===== src/design/dctcm_consts.svh =====
`ifndef DCTCM_CONSTS_SVH
`define DCTCM_CONSTS_SVH

// Clock rate in kHz, so that a time in milliseconds times this gives cycles.
`define DCTCM_CLK_KHZ        100000
// Longest spread between the two channels that still counts as a paired removal.
`define DCTCM_PAIR_WINDOW_MS 1000
// Longest time one channel may stay low alone before the fault latch sets.
`define DCTCM_SINGLE_MS      3000
// Default speed decrement per clock during a controlled stop.
`define DCTCM_RAMP_STEP      1
// Depth of the input synchroniser.
`define DCTCM_SYNC_DEPTH     3

`endif


===== src/design/dctcm_pkg.sv =====
package dctcm_pkg;

  // Drive motion state.
  typedef enum logic [1:0]
  {
    DCTCM_STOPPED = 2'b00,
    DCTCM_RUNNING = 2'b01,
    DCTCM_DECEL   = 2'b10
  } dctcm_state_type;

endpackage


===== src/design/dctcm_monitor.sv =====
`include "dctcm_consts.svh"

// Behaviour
// - After reset with both inputs high: trip set until restart; feedback contact closed for four clocks, then open.
// - One input dropping cuts power and trips at once; feedback stays open.
// - With both inputs high, restart clears the trip and runs at setpoint.
// - One input low over 3 s alone cuts power, trips and latches fault.
// - While the fault is latched, restart does nothing; trip persists, feedback open.
// - Only power cycling clears the fault; afterwards feedback closed for four clocks, then open; restart works.
// - Stop command with inputs high ramps speed down, no cutoff, feedback open.
// - Both inputs removed within 1 s close feedback, without latching the fault.
// - With both inputs removed, run commands never start the drive; trip stays.
// - Both inputs restored after paired removal open the feedback at once.
// - After paired removal and restore, restart clears trip and runs, no power cycle.
// - Feedback contact closes only when the cutoff is invoked on both channels, and for four clocks after reset.
module dctcm_monitor
#(
  parameter int unsigned SPEED_W      = 16,
  parameter int unsigned PAIR_CYCLES  = `DCTCM_PAIR_WINDOW_MS * `DCTCM_CLK_KHZ,
  parameter int unsigned LIMIT_CYCLES = `DCTCM_SINGLE_MS * `DCTCM_CLK_KHZ,
  parameter int unsigned RAMP_STEP    = `DCTCM_RAMP_STEP
)
(
  // Clock and power-on reset.
  input  wire logic               clock,
  input  wire logic               rst_n,
  // Safety demand pins, high while 24 V is applied.
  input  wire logic               safety_input_a,
  input  wire logic               safety_input_b,
  // Drive commands from control logic on the same clock.
  input  wire logic               run_request,
  input  wire logic               stop_request,
  input  wire logic [SPEED_W-1:0] test_speed_setpoint,
  // Drive and status outputs.
  output logic                    motor_power_q,
  output logic [SPEED_W-1:0]      speed_demand_q,
  output logic                    cutoff_trip_q,
  output logic                    fault_latch_q,
  output logic                    feedback_contact_q
);

  // The limits must be ordered and fit the 32-bit timer.
  initial
  begin
    if (PAIR_CYCLES < 1 || LIMIT_CYCLES <= PAIR_CYCLES || SPEED_W < 1 || RAMP_STEP < 1)
      $error("dctcm_monitor: illegal parameter values");
  end

  localparam logic [SPEED_W-1:0] STEP = SPEED_W'(RAMP_STEP);

  // Three-stage synchronisers; a level is accepted once stages two and three agree.
  logic [`DCTCM_SYNC_DEPTH-1:0] sync_a_q;
  logic [`DCTCM_SYNC_DEPTH-1:0] sync_b_q;
  logic [`DCTCM_SYNC_DEPTH-1:0] sync_a_d;
  logic [`DCTCM_SYNC_DEPTH-1:0] sync_b_d;
  logic                         level_a_q;
  logic                         level_b_q;
  logic                         level_a_d;
  logic                         level_b_d;

  // Accepted levels only move when the last two stages agree, which filters single-cycle glitches.
  always_comb
  begin
    sync_a_d  = {sync_a_q[`DCTCM_SYNC_DEPTH-2:0], safety_input_a};
    sync_b_d  = {sync_b_q[`DCTCM_SYNC_DEPTH-2:0], safety_input_b};
    level_a_d = level_a_q;
    level_b_d = level_b_q;
    if (sync_a_q[1] == sync_a_q[2])
      level_a_d = sync_a_q[2];
    if (sync_b_q[1] == sync_b_q[2])
      level_b_d = sync_b_q[2];
  end

  // Levels reset low so the drive starts cut off until both inputs are seen high.
  always_ff @(posedge clock or negedge rst_n)
  begin
    if (!rst_n)
    begin
      sync_a_q  <= '0;
      sync_b_q  <= '0;
      level_a_q <= 1'b0;
      level_b_q <= 1'b0;
    end
    else
    begin
      sync_a_q  <= sync_a_d;
      sync_b_q  <= sync_b_d;
      level_a_q <= level_a_d;
      level_b_q <= level_b_d;
    end
  end

  logic both_high;
  logic both_low;
  logic one_low;

  // Channel condition summary.
  assign both_high = level_a_q & level_b_q;
  assign both_low  = ~level_a_q & ~level_b_q;
  assign one_low   = level_a_q ^ level_b_q;

  // Supervision: single-channel timer, paired-removal flag, fault latch and trip flag.
  logic [31:0] single_cnt_q;
  logic [31:0] single_cnt_d;
  logic        paired_q;
  logic        paired_d;
  logic        fault_d;
  logic        trip_d;
  logic        feedback_d;
  logic        restart_ok;

  assign restart_ok = run_request & both_high & ~fault_latch_q;

  // The timer runs while exactly one channel is low and saturates at the limit.
  // It also times the pairing window, so a second drop inside it marks a paired removal.
  always_comb
  begin
    single_cnt_d = single_cnt_q;
    paired_d     = paired_q;
    fault_d      = fault_latch_q;
    trip_d       = cutoff_trip_q;
    if (one_low)
    begin
      if (single_cnt_q < LIMIT_CYCLES)
        single_cnt_d = single_cnt_q + 32'h0000_0001;
    end
    else if (both_high)
      single_cnt_d = '0;
    // The contact needs both channels still low; one channel coming back alone reopens it.
    if (both_low && (paired_q || single_cnt_q <= PAIR_CYCLES))
      paired_d = 1'b1;
    else
      paired_d = 1'b0;
    if (one_low && single_cnt_q >= LIMIT_CYCLES)
      fault_d = 1'b1;
    // Restart clears the trip, but a live cutoff condition sets it again and wins.
    if (restart_ok)
      trip_d = 1'b0;
    if (!both_high || fault_latch_q)
      trip_d = 1'b1;
    feedback_d = paired_d & ~fault_d;
  end

  // Trip comes up set and fault clear: the drive is cut off until a clean restart.
  always_ff @(posedge clock or negedge rst_n)
  begin
    if (!rst_n)
    begin
      single_cnt_q       <= '0;
      paired_q           <= 1'b0;
      fault_latch_q      <= 1'b0;
      cutoff_trip_q      <= 1'b1;
      feedback_contact_q <= 1'b0;
    end
    else
    begin
      single_cnt_q       <= single_cnt_d;
      paired_q           <= paired_d;
      fault_latch_q      <= fault_d;
      cutoff_trip_q      <= trip_d;
      feedback_contact_q <= feedback_d;
    end
  end

  // Motion control: cutoff drops power at once; stop ramps speed to zero first.
  dctcm_pkg::dctcm_state_type state_q;
  dctcm_pkg::dctcm_state_type state_d;
  logic [SPEED_W-1:0]         speed_d;
  logic                       power_d;
  logic                       cutoff;

  assign cutoff = ~both_high | fault_latch_q;

  always_comb
  begin
    state_d = state_q;
    speed_d = speed_demand_q;
    unique case (state_q)
      dctcm_pkg::DCTCM_STOPPED:
      begin
        if (restart_ok)
        begin
          state_d = dctcm_pkg::DCTCM_RUNNING;
          speed_d = test_speed_setpoint;
        end
      end
      dctcm_pkg::DCTCM_RUNNING:
      begin
        speed_d = test_speed_setpoint;
        if (stop_request)
          state_d = dctcm_pkg::DCTCM_DECEL;
      end
      dctcm_pkg::DCTCM_DECEL:
      begin
        if (speed_demand_q <= STEP)
        begin
          speed_d = '0;
          state_d = dctcm_pkg::DCTCM_STOPPED;
        end
        else
          speed_d = speed_demand_q - STEP;
      end
      default:
      begin
        state_d = dctcm_pkg::DCTCM_STOPPED;
        speed_d = '0;
      end
    endcase
    // Coasting: power goes at the clock edge after the cutoff is seen.
    if (cutoff)
    begin
      state_d = dctcm_pkg::DCTCM_STOPPED;
      speed_d = '0;
    end
    power_d = (state_d != dctcm_pkg::DCTCM_STOPPED);
  end

  always_ff @(posedge clock or negedge rst_n)
  begin
    if (!rst_n)
    begin
      state_q        <= dctcm_pkg::DCTCM_STOPPED;
      speed_demand_q <= '0;
      motor_power_q  <= 1'b0;
    end
    else
    begin
      state_q        <= state_d;
      speed_demand_q <= speed_d;
      motor_power_q  <= power_d;
    end
  end

  // Checks on the design's own outputs.
  a_cutoff_kills_power: assert property (@(posedge clock) disable iff (!rst_n)
    !both_high |=> !motor_power_q && cutoff_trip_q)
    else $error("power present during cutoff");

  a_fault_latch_sticks: assert property (@(posedge clock) disable iff (!rst_n)
    fault_latch_q |=> fault_latch_q)
    else $error("fault latch cleared without reset");

  a_fault_sets_at_limit: assert property (@(posedge clock) disable iff (!rst_n)
    one_low && single_cnt_q >= LIMIT_CYCLES |=> fault_latch_q && !motor_power_q)
    else $error("fault not latched at limit");

  a_fault_blocks_run: assert property (@(posedge clock) disable iff (!rst_n)
    fault_latch_q |=> !motor_power_q && cutoff_trip_q && !feedback_contact_q)
    else $error("drive active with fault latched");

  a_feedback_needs_both: assert property (@(posedge clock) disable iff (!rst_n)
    feedback_contact_q |-> $past(both_low) && !fault_latch_q)
    else $error("feedback closed without dual cutoff");

  a_feedback_opens_fast: assert property (@(posedge clock) disable iff (!rst_n)
    both_high |=> !feedback_contact_q)
    else $error("feedback not opened on restore");

  a_pair_closes_feed: assert property (@(posedge clock) disable iff (!rst_n)
    both_low && single_cnt_q <= PAIR_CYCLES && !fault_latch_q |=> feedback_contact_q)
    else $error("paired removal not confirmed");

  a_restart_runs: assert property (@(posedge clock) disable iff (!rst_n)
    restart_ok && state_q == dctcm_pkg::DCTCM_STOPPED |=>
      motor_power_q && !cutoff_trip_q ##0 speed_demand_q == $past(test_speed_setpoint))
    else $error("restart did not run at setpoint");

  a_stop_ramps_down: assert property (@(posedge clock) disable iff (!rst_n)
    state_q == dctcm_pkg::DCTCM_DECEL && !cutoff && speed_demand_q > STEP |=>
      motor_power_q && speed_demand_q == $past(speed_demand_q) - STEP && !feedback_contact_q)
    else $error("controlled stop did not ramp");

  a_reset_quiet: assert property (@(posedge clock) disable iff (!rst_n)
    $rose(rst_n) |-> !feedback_contact_q && !fault_latch_q && !motor_power_q)
    else $error("outputs not quiet after reset");

  c_single_fault: cover property (@(posedge clock) disable iff (!rst_n) $rose(fault_latch_q));
  c_paired_cutoff: cover property (@(posedge clock) disable iff (!rst_n) $rose(feedback_contact_q));
  c_restart_run: cover property (@(posedge clock) disable iff (!rst_n) $rose(motor_power_q));
  c_ramp_stop: cover property (@(posedge clock) disable iff (!rst_n)
    state_q == dctcm_pkg::DCTCM_DECEL ##1 state_q == dctcm_pkg::DCTCM_STOPPED);

endmodule


===== config.mk =====
export PLATFORM = sky130hd
export DESIGN_NAME = dctcm_monitor
export DESIGN_NICKNAME = d
export VERILOG_FILES = /design/src/design/dctcm_pkg.sv /design/src/design/dctcm_monitor.sv
export VERILOG_INCLUDE_DIRS = /design/src /design/src/design
export SDC_FILE = /design/constraint.sdc
export NUM_CORES = 1
export LEC_CHECK = 0
export BUFFER_PORTS_ARGS = -buffer_cell sky130_fd_sc_hd__buf_2
export CAP_MARGIN = 25
export CORE_ASPECT_RATIO = 2
export CORE_MARGIN = 2
export CORE_UTILIZATION = 58
export DETAILED_ROUTE_END_ITERATION = 10
export PLACE_DENSITY = 0.9
export SYNTH_ARGS = -nofsm -noshare
export SYNTH_HDL_FRONTEND = slang
export SYNTH_SLANG_ARGS = --single-unit

===== constraint.sdc =====
create_clock -name clock -period 3.15 [get_ports clock]
set_input_delay 0.315 -clock clock [delete_from_list [all_inputs] [get_ports clock]]
set_output_delay 0.315 -clock clock [all_outputs]
set_load 0.02 [all_outputs]

After elaboration in Yosys (flattened, before gate mapping)

Index checks and enable logic that the tools add are counted.

Output and inout port bits: 20
Register bits: 63
ROM bits: 0
Memories: 0
Bits in latches: 0
Logic and storage cells: 62
Memory bits (writable): 0
Bits of input ports: 22

Bitwise gates (word level): 12
Multiply operators: 0
$lt $le $gt $ge: 4
Reductions and logical operators: 10
Add/sub/neg operators: 2
Multiplexer cells: 16
Shift-type cells: 0
Div/mod/pow operators: 0
Equal/unequal tests: 6

Operator list:

| cell                    | count |
|---|---|
| $mux W32                | 3 |
| $mux W16                | 3 |
| $pmux W16 S3            | 1 |
| $add A32 B1 Y32 const B | 1 |
| $ge A32 B29 Y1 const B  | 1 |
| $le A32 B27 Y1 const B  | 1 |
| $lt A32 B29 Y1 const B  | 1 |
| $le A16 B1 Y1 const B   | 1 |
| $sub A16 B1 Y16 const B | 1 |
| $mux W2                 | 4 |
| $pmux W2 S3             | 1 |
| $reduce_bool A2 Y1      | 3 |
| $and A1 B1 Y1           | 5 |
| $not A1 Y1              | 5 |
| $mux W1                 | 4 |
| $ne A3 B3 Y1 const B    | 1 |
| $eq A1 B1 Y1            | 2 |
| $eq A2 B1 Y1 const B    | 1 |
| $eq A2 B2 Y1 const B    | 1 |
| $logic_and A1 B1 Y1     | 2 |
| $logic_not A2 Y1        | 1 |
| $logic_or A1 B1 Y1      | 2 |
| $ne A2 B1 Y1 const B    | 1 |
| $reduce_and A2 Y1       | 1 |
| other kinds (3)         | 3 |

Logic depth before layout (Yosys ltp)

Gate-level depths: netlist of the first run.

Word-level depth: 7
Mapped depth: 8

Worst setup path before layout of the first run

Ideal clock, no wire load.

Kind: register -> register
Start: register speed_demand_q[4]
End: register speed_demand_q[2]
Arrival: 2,007 ps
Setup time: 118 ps
Clock period less this slack: 2,125 ps
Path slack: 1,025 ps
Path buffers: 3
Cell stages (with the launch flop): 9
Path through: dfrtp_1 or4_1 clkbuf_1 nor2b_1 buf_4 a211o_2 clkbuf_2 o21ai_0 a21o_1

Cells in the longest elaborated chain, start to end: 4

RTL lines:

| item                     | line                 | source |
|---|---|---|
| start: declaration       | dctcm_monitor.sv:36  | `output logic [SPEED_W-1:0] speed_demand_q,` |
| start signal: assignment | dctcm_monitor.sv:229 | `speed_demand_q <= speed_d;` |
| $le A16 B1 Y1            | dctcm_monitor.sv:195 | `if (speed_demand_q <= STEP)` |
| $mux W16                 | dctcm_monitor.sv:195 |  |
| $pmux W16 S3             | dctcm_monitor.sv:178 | `unique case (state_q)` |
| $mux W16                 | dctcm_monitor.sv:210 | `if (cutoff)` |

Every way passes these cells.
A chain may end at the register's enable or synchronous reset.

Final worst setup path of the first run

Start: register single_cnt_q[18]
End: register single_cnt_q[18]

Cells in the longest elaborated chain, start to end: 3
Elaborated cells on any way between the ends: 6

RTL lines:

| item                                                     | line                                       | source |
|---|---|---|
| start: declaration                                       | dctcm_monitor.sv:103                       | `logic [31:0] single_cnt_q;` |
| start signal: assignment                                 | dctcm_monitor.sv:157                       | `single_cnt_q <= single_cnt_d;` |
| $add A32 B1 Y32 / $lt A32 B29 Y1 (equally long branches) | dctcm_monitor.sv:125, dctcm_monitor.sv:124 |  |
| $mux W32 / $ne A2 B1 Y1 (equally long branches)          | n/a                                        |  |
| $mux W32 / $reduce_and A2 Y1 (equally long branches)     | n/a                                        |  |

Several ways; a longest one is shown, not always the timed one. The select of a mux whose other input is x is not followed.

==> results by group, run 1 <==
Worst setup path
  • Critical path class: reg -> reg
  • CP Launch Type: flop
  • Worst EP required: 3.40 ns
  • CP Max Fanout: 28
  • WP data arrival: 2.64 ns
  • Worst reg2reg path endpoint: single_cnt_q[18]
  • Setup crit end kind: flop
  • FF-to-FF path depth: 6
  • Worst R2R Setup Slack: 0.76 ns
  • Reg-to-Reg Start: single_cnt_q[18]

Timing
  • Final Max Tran Viols: 0
  • Final period utilization: 76.0%
  • Unrepaired setup endpoints after global routing: false
  • Period minus WS final: 2.39 ns
  • Final setup margin: 0.757 ns
  • WHS: 0.00955 ns
  • Worst-Margin Slew: 0.698 ns
  • Setup violators final: 0
  • Fin Clk Skew: 0.00516 ns
  • Final hold vios: 0
  • FMAX: 0.418 GHz
  • Relative slew margins: 53.2%
  • Final TNS setup: 0 ns

Synthesis
  • Top post-synthesis cells by area: dfrtp_1 (44%), nand2_1 (4.5%), o21ai_0 (3.1%)
  • Cell taking the most area after synthesis: dfrtp_1
  • Register area share after synthesis: 45.0%
  • Synth Net Count: 399
  • Cell Area, Synth: 3500 um^2
  • Synth Instances: 371
  • Number of synthesized flops with an enable pin: 0
  • Syn Area/Cell: 9.44 um^2
  • Synth Flop Type: dfrtp_1
  • Yosys warns: 0
  • Asr flop ratio synth: 100%
  • Netlist cell types: 59
  • Top-area cell type share of the netlist area: 44.3%
  • Flops & latches, synth: 63

Floorplan
  • Starting Density: 59.3%
  • Die width: 59.0 um
  • Core Rows: 40
  • Core box area: 5910 um^2
  • Die footprint: 6720 um^2
  • IO Pins: 42
  • Die Span Y: 114 um

Detailed routing
  • WL final: 9.27 mm
  • WL/cell: 19.1 um
  • DR vias: 3322
  • Starting DRT DRC Count: 443
  • Vias/cell: 6.84
  • Routed Antenna Nets: 0
  • DRC Markers: 3
  • First drt pass iteration count: 9

Global route
  • Antenna violations before repair: 0
  • First-pass GRT wire length: 15.4 mm
  • GRT Util Overall: 29.7%
  • Vias in the first global route: 3148
  • Largest net degree at the start of global routing: 35
  • Global route total overflow: 0

Finish
  • Fillers: 406
  • Share of layout cells above drive strength 1: 19.1%
  • Area grow syn2layout: 17.9%
  • Final Cell Area: 4130 um^2
  • Diodes inserted: 0
  • Final Net Count: 446

Clocking
  • Skew-Pair Late Insertion Delay: 0.33 ns
  • Root Buffer: clkbuf_16
  • Reg clk slew, reported paths: 0.05 ns
  • CTS H-tree depth: 3
  • TritonCTS Sinks: 63
  • Hold Buf Count CTS: 0
  • Max clock buf depth: 2
  • CTS tree: built
  • Post-CTS Repair Setup Buffers: 0
  • TritonCTS Buffers: 9
  • CTS resizes: 0

Min path
  • Hold WC Path Type: in -> async

Outcome
  • Status: complete, but fails checks
  • Violated checks: DRC

Pwr
  • VDD IR max: 0.000550 V
  • Power, Total: 0.00239 W
  • Pleak: 1.86 nW
  • Pwr per Cell Area: 578 nW/um^2

Place
  • Port bufs: 41
  • Worst slack, placed: 0.822 ns
  • Gpl congestion: 0.915
  • Post-Place Cell Area: 3820 um^2
  • HPWL after DPL: 5.84 mm

Run
  • MaxCap Viol Count: 0
[stage by stage]
stage               std cells  util, %
finish                    486     69.9
global route              486     69.9
global placement          469     64.2
floorplan                 371        -
detailed placement        470     64.7
CTS                       486     69.9
[cells by family (layout without fill, tap and decap cells)]
kind of cell               after synthesis  in the layout  synth area share, %
DFF                                     63             63                 45.0
xor gates and xnor gates                 6              6                 1.50
AOI/OAI and AO/OA                      101            101                 20.2
muxes                                   11             11                 3.21
buffers and inverters                   33             85                 3.79
adders and majority gates                8              8                 2.71
and+or+nand+nor                        149            149                 23.5
[where the power goes]
| group | internal, W | switching, W |
|---|---|---|
| clock network | 0.000653 | 0.000355 |
| logic | 0.000172 | 0.000274 |
| registers | 0.000866 | 0.0000678 |
[layout by cell type, fill, tap and decap left out, drive strengths merged, types with 3 or more instances in the layout]
cell type  count
a21oi         17
a31oi          3
nor2          21
or3            5
buf           52
inv           17
nor2b          5
nand2         42
nor3          12
ha             6
o311ai         6
nand2b         6
a22oi          9
mux2i          9
clkinv         3
nor4          14
dfrtp         62
o41ai         10
nand4b         3
o21ai         23
nand4         11
nand3         12
xnor2          4
a21o           6
or4            8
clkbuf        11
o31ai          7
[worst max-delay path, cell delays in order (launching register included)]
cell and delay [ns]:
dfrtp_1 0.47, nor4_2 0.31, o211ai_1 0.16, a22o_1 0.45
buf_16 0.24, or4_1 0.50, a21oi_1 0.17
[area by class of cell]
class                   count  area (um^2)  area share, %
clock buffers              11          253           6.12
clock inverters             5         56.3           1.36
inverters                  17         63.8           1.54
multi-input cells         275         1790           43.4
flip-flops and latches     63         1580           38.2
well taps                  63         78.8           1.91
repair buffers             52          308           7.45
[layer usage]
layer  vias up  routed length, um  track usage (%)
met2       181               4670             45.6
li1       1514                  -                -
met4         0                208             12.7
met1      1596               3770             41.5
met5         -                  0                0
met3        31                625             4.08
[registers in the layout, summed over array words and instances, names as in the netlist]
name and flops:
single_cnt_q 32, speed_demand_q 16, sync_a_q 3, sync_b_q 3, state_q 2, cutoff_trip_q 1, fault_latch_q 1, feedback_contact_q 1
level_a_q 1, level_b_q 1, motor_power_q 1, paired_q 1
[cells in the mapped netlist (3+ instances only)]
cell type / number
dfrtp_1: 62
or4_1: 7
nand2_1: 42
nor4_1: 13
mux2i_1: 9
inv_1: 17
xnor2_1: 4
nand4_1: 9
o31ai_1: 7
nand2b_1: 6
ha_1: 6
clkbuf_1: 11
a21oi_1: 17
o21ai_0: 22
a21o_1: 6
nor2b_1: 5
o311ai_0: 6
nor2_1: 21
a22oi_1: 9
or3_1: 3
nor3_1: 12
nand3_1: 12
buf_2: 3
a31oi_1: 3
nand4b_1: 3
o41ai_1: 10
[how the worst max path moves through the flow]
stage,cells past startpoint,from,end
4_1_cts,6,single_cnt_q[18],single_cnt_q[18]
3_5_place_dp,6,single_cnt_q[9],single_cnt_q[14]
5_1_grt,6,single_cnt_q[9],single_cnt_q[24]
2_1_floorplan,8,speed_demand_q[4],speed_demand_q[2]
6_report,6,single_cnt_q[18],single_cnt_q[18]
3_3_place_gp,5,single_cnt_q[18],single_cnt_q[21]
Note: power is estimated with default switching activity, not from simulation.
==> run 2: changes to the inputs <==
--- a/config.mk
+++ b/config.mk
@@ -10,9 +10,9 @@
 export CAP_MARGIN = 25
 export CORE_ASPECT_RATIO = 2
 export CORE_MARGIN = 2
-export CORE_UTILIZATION = 58
+export CORE_UTILIZATION = 53
 export DETAILED_ROUTE_END_ITERATION = 10
-export PLACE_DENSITY = 0.9
+export PLACE_DENSITY = 0.87
 export SYNTH_ARGS = -nofsm -noshare
 export SYNTH_HDL_FRONTEND = slang
 export SYNTH_SLANG_ARGS = --single-unit
==> constraint.sdc (replaced) <==
create_clock -name clock -period 2.2 [get_ports clock]
set_input_delay 0.22 -clock clock [delete_from_list [all_inputs] [get_ports clock]]
set_output_delay 0.22 -clock clock [all_outputs]
set_load 0.02 [all_outputs]
==> run 2 against run 1 <==
Against the previous run: the flow finishes with violations (setup timing); clock skew is 0.0016 ns higher; cell count is 10% higher; hold slack better by 0.0096 ns; total power is 52% higher; worst setup slack worse by 0.78 ns; largest power group unchanged; count of clock-buffer cells in the layout is 2 higher; largest cell class unchanged.
==> results by group, run 2 (synthesis gave the netlist of run 1 again) <==
Finish
  • Fillers: 461
  • Final Cell Area: 4480 um^2
  • Multi-input logic area: 1890 um^2
  • Share of layout cells above drive strength 1: 26.8%
  • Largest registers: single_cnt_q: 32 flops, speed_demand_q: 16 flops
  • Max reg flops: 32
  • Diodes inserted: 0
  • Largest Register: single_cnt_q
  • Final Net Count: 470
  • Non-Filler Instances: 535
  • Commonest non-fill, non-tap cells in the layout: dfrtp_1 (59), nand2_1 (42), buf_2 (41)
  • Most common cell after layout, fill and taps aside: dfrtp_1
  • Area grow syn2layout: 27.9%
  • Reg area: 1580 um^2

Worst setup path
  • Setup crit end kind: flop
  • CP Launch Type: flop
  • Worst EP required: 2.43 ns
  • WP data arrival: 2.46 ns
  • Critical path class: reg -> reg
  • CP Max Fanout: 7

Detailed routing
  • Routed Antenna Nets: 0
  • DRC Markers: 0
  • WL/cell: 19.8 um
  • First drt pass iteration count: 5
  • Vias/cell: 6.62
  • DR vias: 3541
  • WL final: 10.6 mm
  • Starting DRT DRC Count: 569

Pwr
  • Pleak: 2.03 nW
  • VDD IR max: 0.000703 V
  • Pwr per Cell Area: 811 nW/um^2

Timing
  • Fin Clk Skew: 0.00674 ns
  • WHS: 0.0192 ns
  • Final setup margin: -0.0267 ns
  • Setup violators final: 1
  • Worst-Margin Slew: 0.795 ns
  • Final TNS setup: -0.0267 ns
  • Final hold vios: 0
  • Final period utilization: 101%
  • Final Max Tran Viols: 0
  • Relative slew margins: 47.0%
  • Unrepaired setup endpoints after global routing: true
  • Period minus WS final: 2.23 ns
  • FMAX: 0.449 GHz

Floorplan
  • Die footprint: 7320 um^2
  • Die Span Y: 119 um
  • Core Rows: 42
  • Core box area: 6520 um^2
  • Die width: 61.5 um
  • IO Pins: 42
  • Starting Density: 53.8%

Place
  • Port bufs: 41
  • Worst slack, placed: 0.0621 ns
  • Post-placement cell count: 516
  • Gpl congestion: 0.930
  • HPWL after DPL: 6.48 mm
  • Post-Place Cell Area: 4000 um^2

Clocking
  • Root Buffer: clkbuf_16
  • Skew-Pair Late Insertion Delay: 0.33 ns
  • TritonCTS Sinks: 63
  • CTS H-tree depth: 3
  • CTS tree: built
  • TritonCTS Buffers: 9
  • Reg clk slew, reported paths: 0.05 ns
  • Max clock buf depth: 2

Min path
  • Hold WC Path Type: in -> reg

Global route
  • Global route total overflow: 0
  • Largest net degree at the start of global routing: 64
  • Antenna violations before repair: 0
  • GRT Util Overall: 29.5%
  • Vias in the first global route: 3378
  • First-pass GRT wire length: 16.5 mm

Outcome
  • Status: complete, but fails checks
  • Violated checks: setup timing

Run
  • MaxCap Viol Count: 0
[run 2: cell types whose count changed in the layout (fill, tap and decap cells not counted), sizes merged]
cell | before | now
bufinv | 1 | 2
clkinvlp | 1 | 0
buf | 52 | 74
clkbuf | 11 | 14
dlygate4sd3 | 0 | 1
clkinv | 3 | 1
[run 2: path summary, 6_finish.rpt]
kind	cells after the start	end	from	slack (ns)
worst max-delay path	6	single_cnt_q[16]	single_cnt_q[17]	-0.03
worst min-delay path	1	sync_a_q[0]	safety_input_a	0.02
worst max register to register	6	single_cnt_q[16]	single_cnt_q[17]	-0.03
worst min register to register	0	sync_b_q[1]	sync_b_q[0]	0.35
max in group asynchronous	2	single_cnt_q[8]	rst_n	1.56
min in group asynchronous	2	single_cnt_q[24]	rst_n	0.04
[run 2: what timing repair did]
action                                  in CTS  in global routing
endpoints found under the hold margin        1                  0
pin swaps                                    0                  5
cloned                                       0                  1
setup buffers                                0                  1
resized for setup                            2                 19
hold buffers                                 1                  0
endpoints found under the setup margin       2                 20
[run 2: power breakdown]
| part | switching (W) | internal (W) | total, W | leakage (nW) |
|---|---|---|---|---|
| Sequential | 0.0000899 | 0.00124 | 0.00133 | 0.839 |
| Clock | 0.000486 | 0.00108 | 0.00157 | 0.166 |
| Combinational | 0.000442 | 0.000293 | 0.000736 | 1.02 |
| Total | 0.00102 | 0.00262 | 0.00363 | 2.03 |
[run 2: area by class of cell]
cell class	instances	area share, %
clock inverters	3	1.45
inverters	17	1.42
multi-input cells	275	42.2
well taps	88	2.46
flip-flops and latches	63	35.3
repair buffers	76	11.2
clock buffers	13	6.03
[run 2: stage by stage]
stage / util [%] / total power (W)
floorplan: - / 0.00177
CTS: 66.9 / 0.00361
global route: 68.8 / 0.00377
global placement: 61.4 / 0.00200
finish: 68.8 / 0.00363
detailed placement: 61.4 / 0.00202
[run 2: worst max-delay path: stages, from the launching register on]
cell and delay, ns:
dfrtp_1 0.41, nor4_4 0.32, o211ai_1 0.20, a22o_2 0.32, buf_4 0.17, nor4_1 0.44
mux2i_1 0.28
[run 2: per-layer routing]
metal  wire [um]  vias to the layer above  GRT usage, %
met3         973                       44          5.43
met1        4000                     1694          39.9
met4         425                        0          14.6
met5           0                        -             0
met2        5200                      247          44.2
li1            -                     1556             -
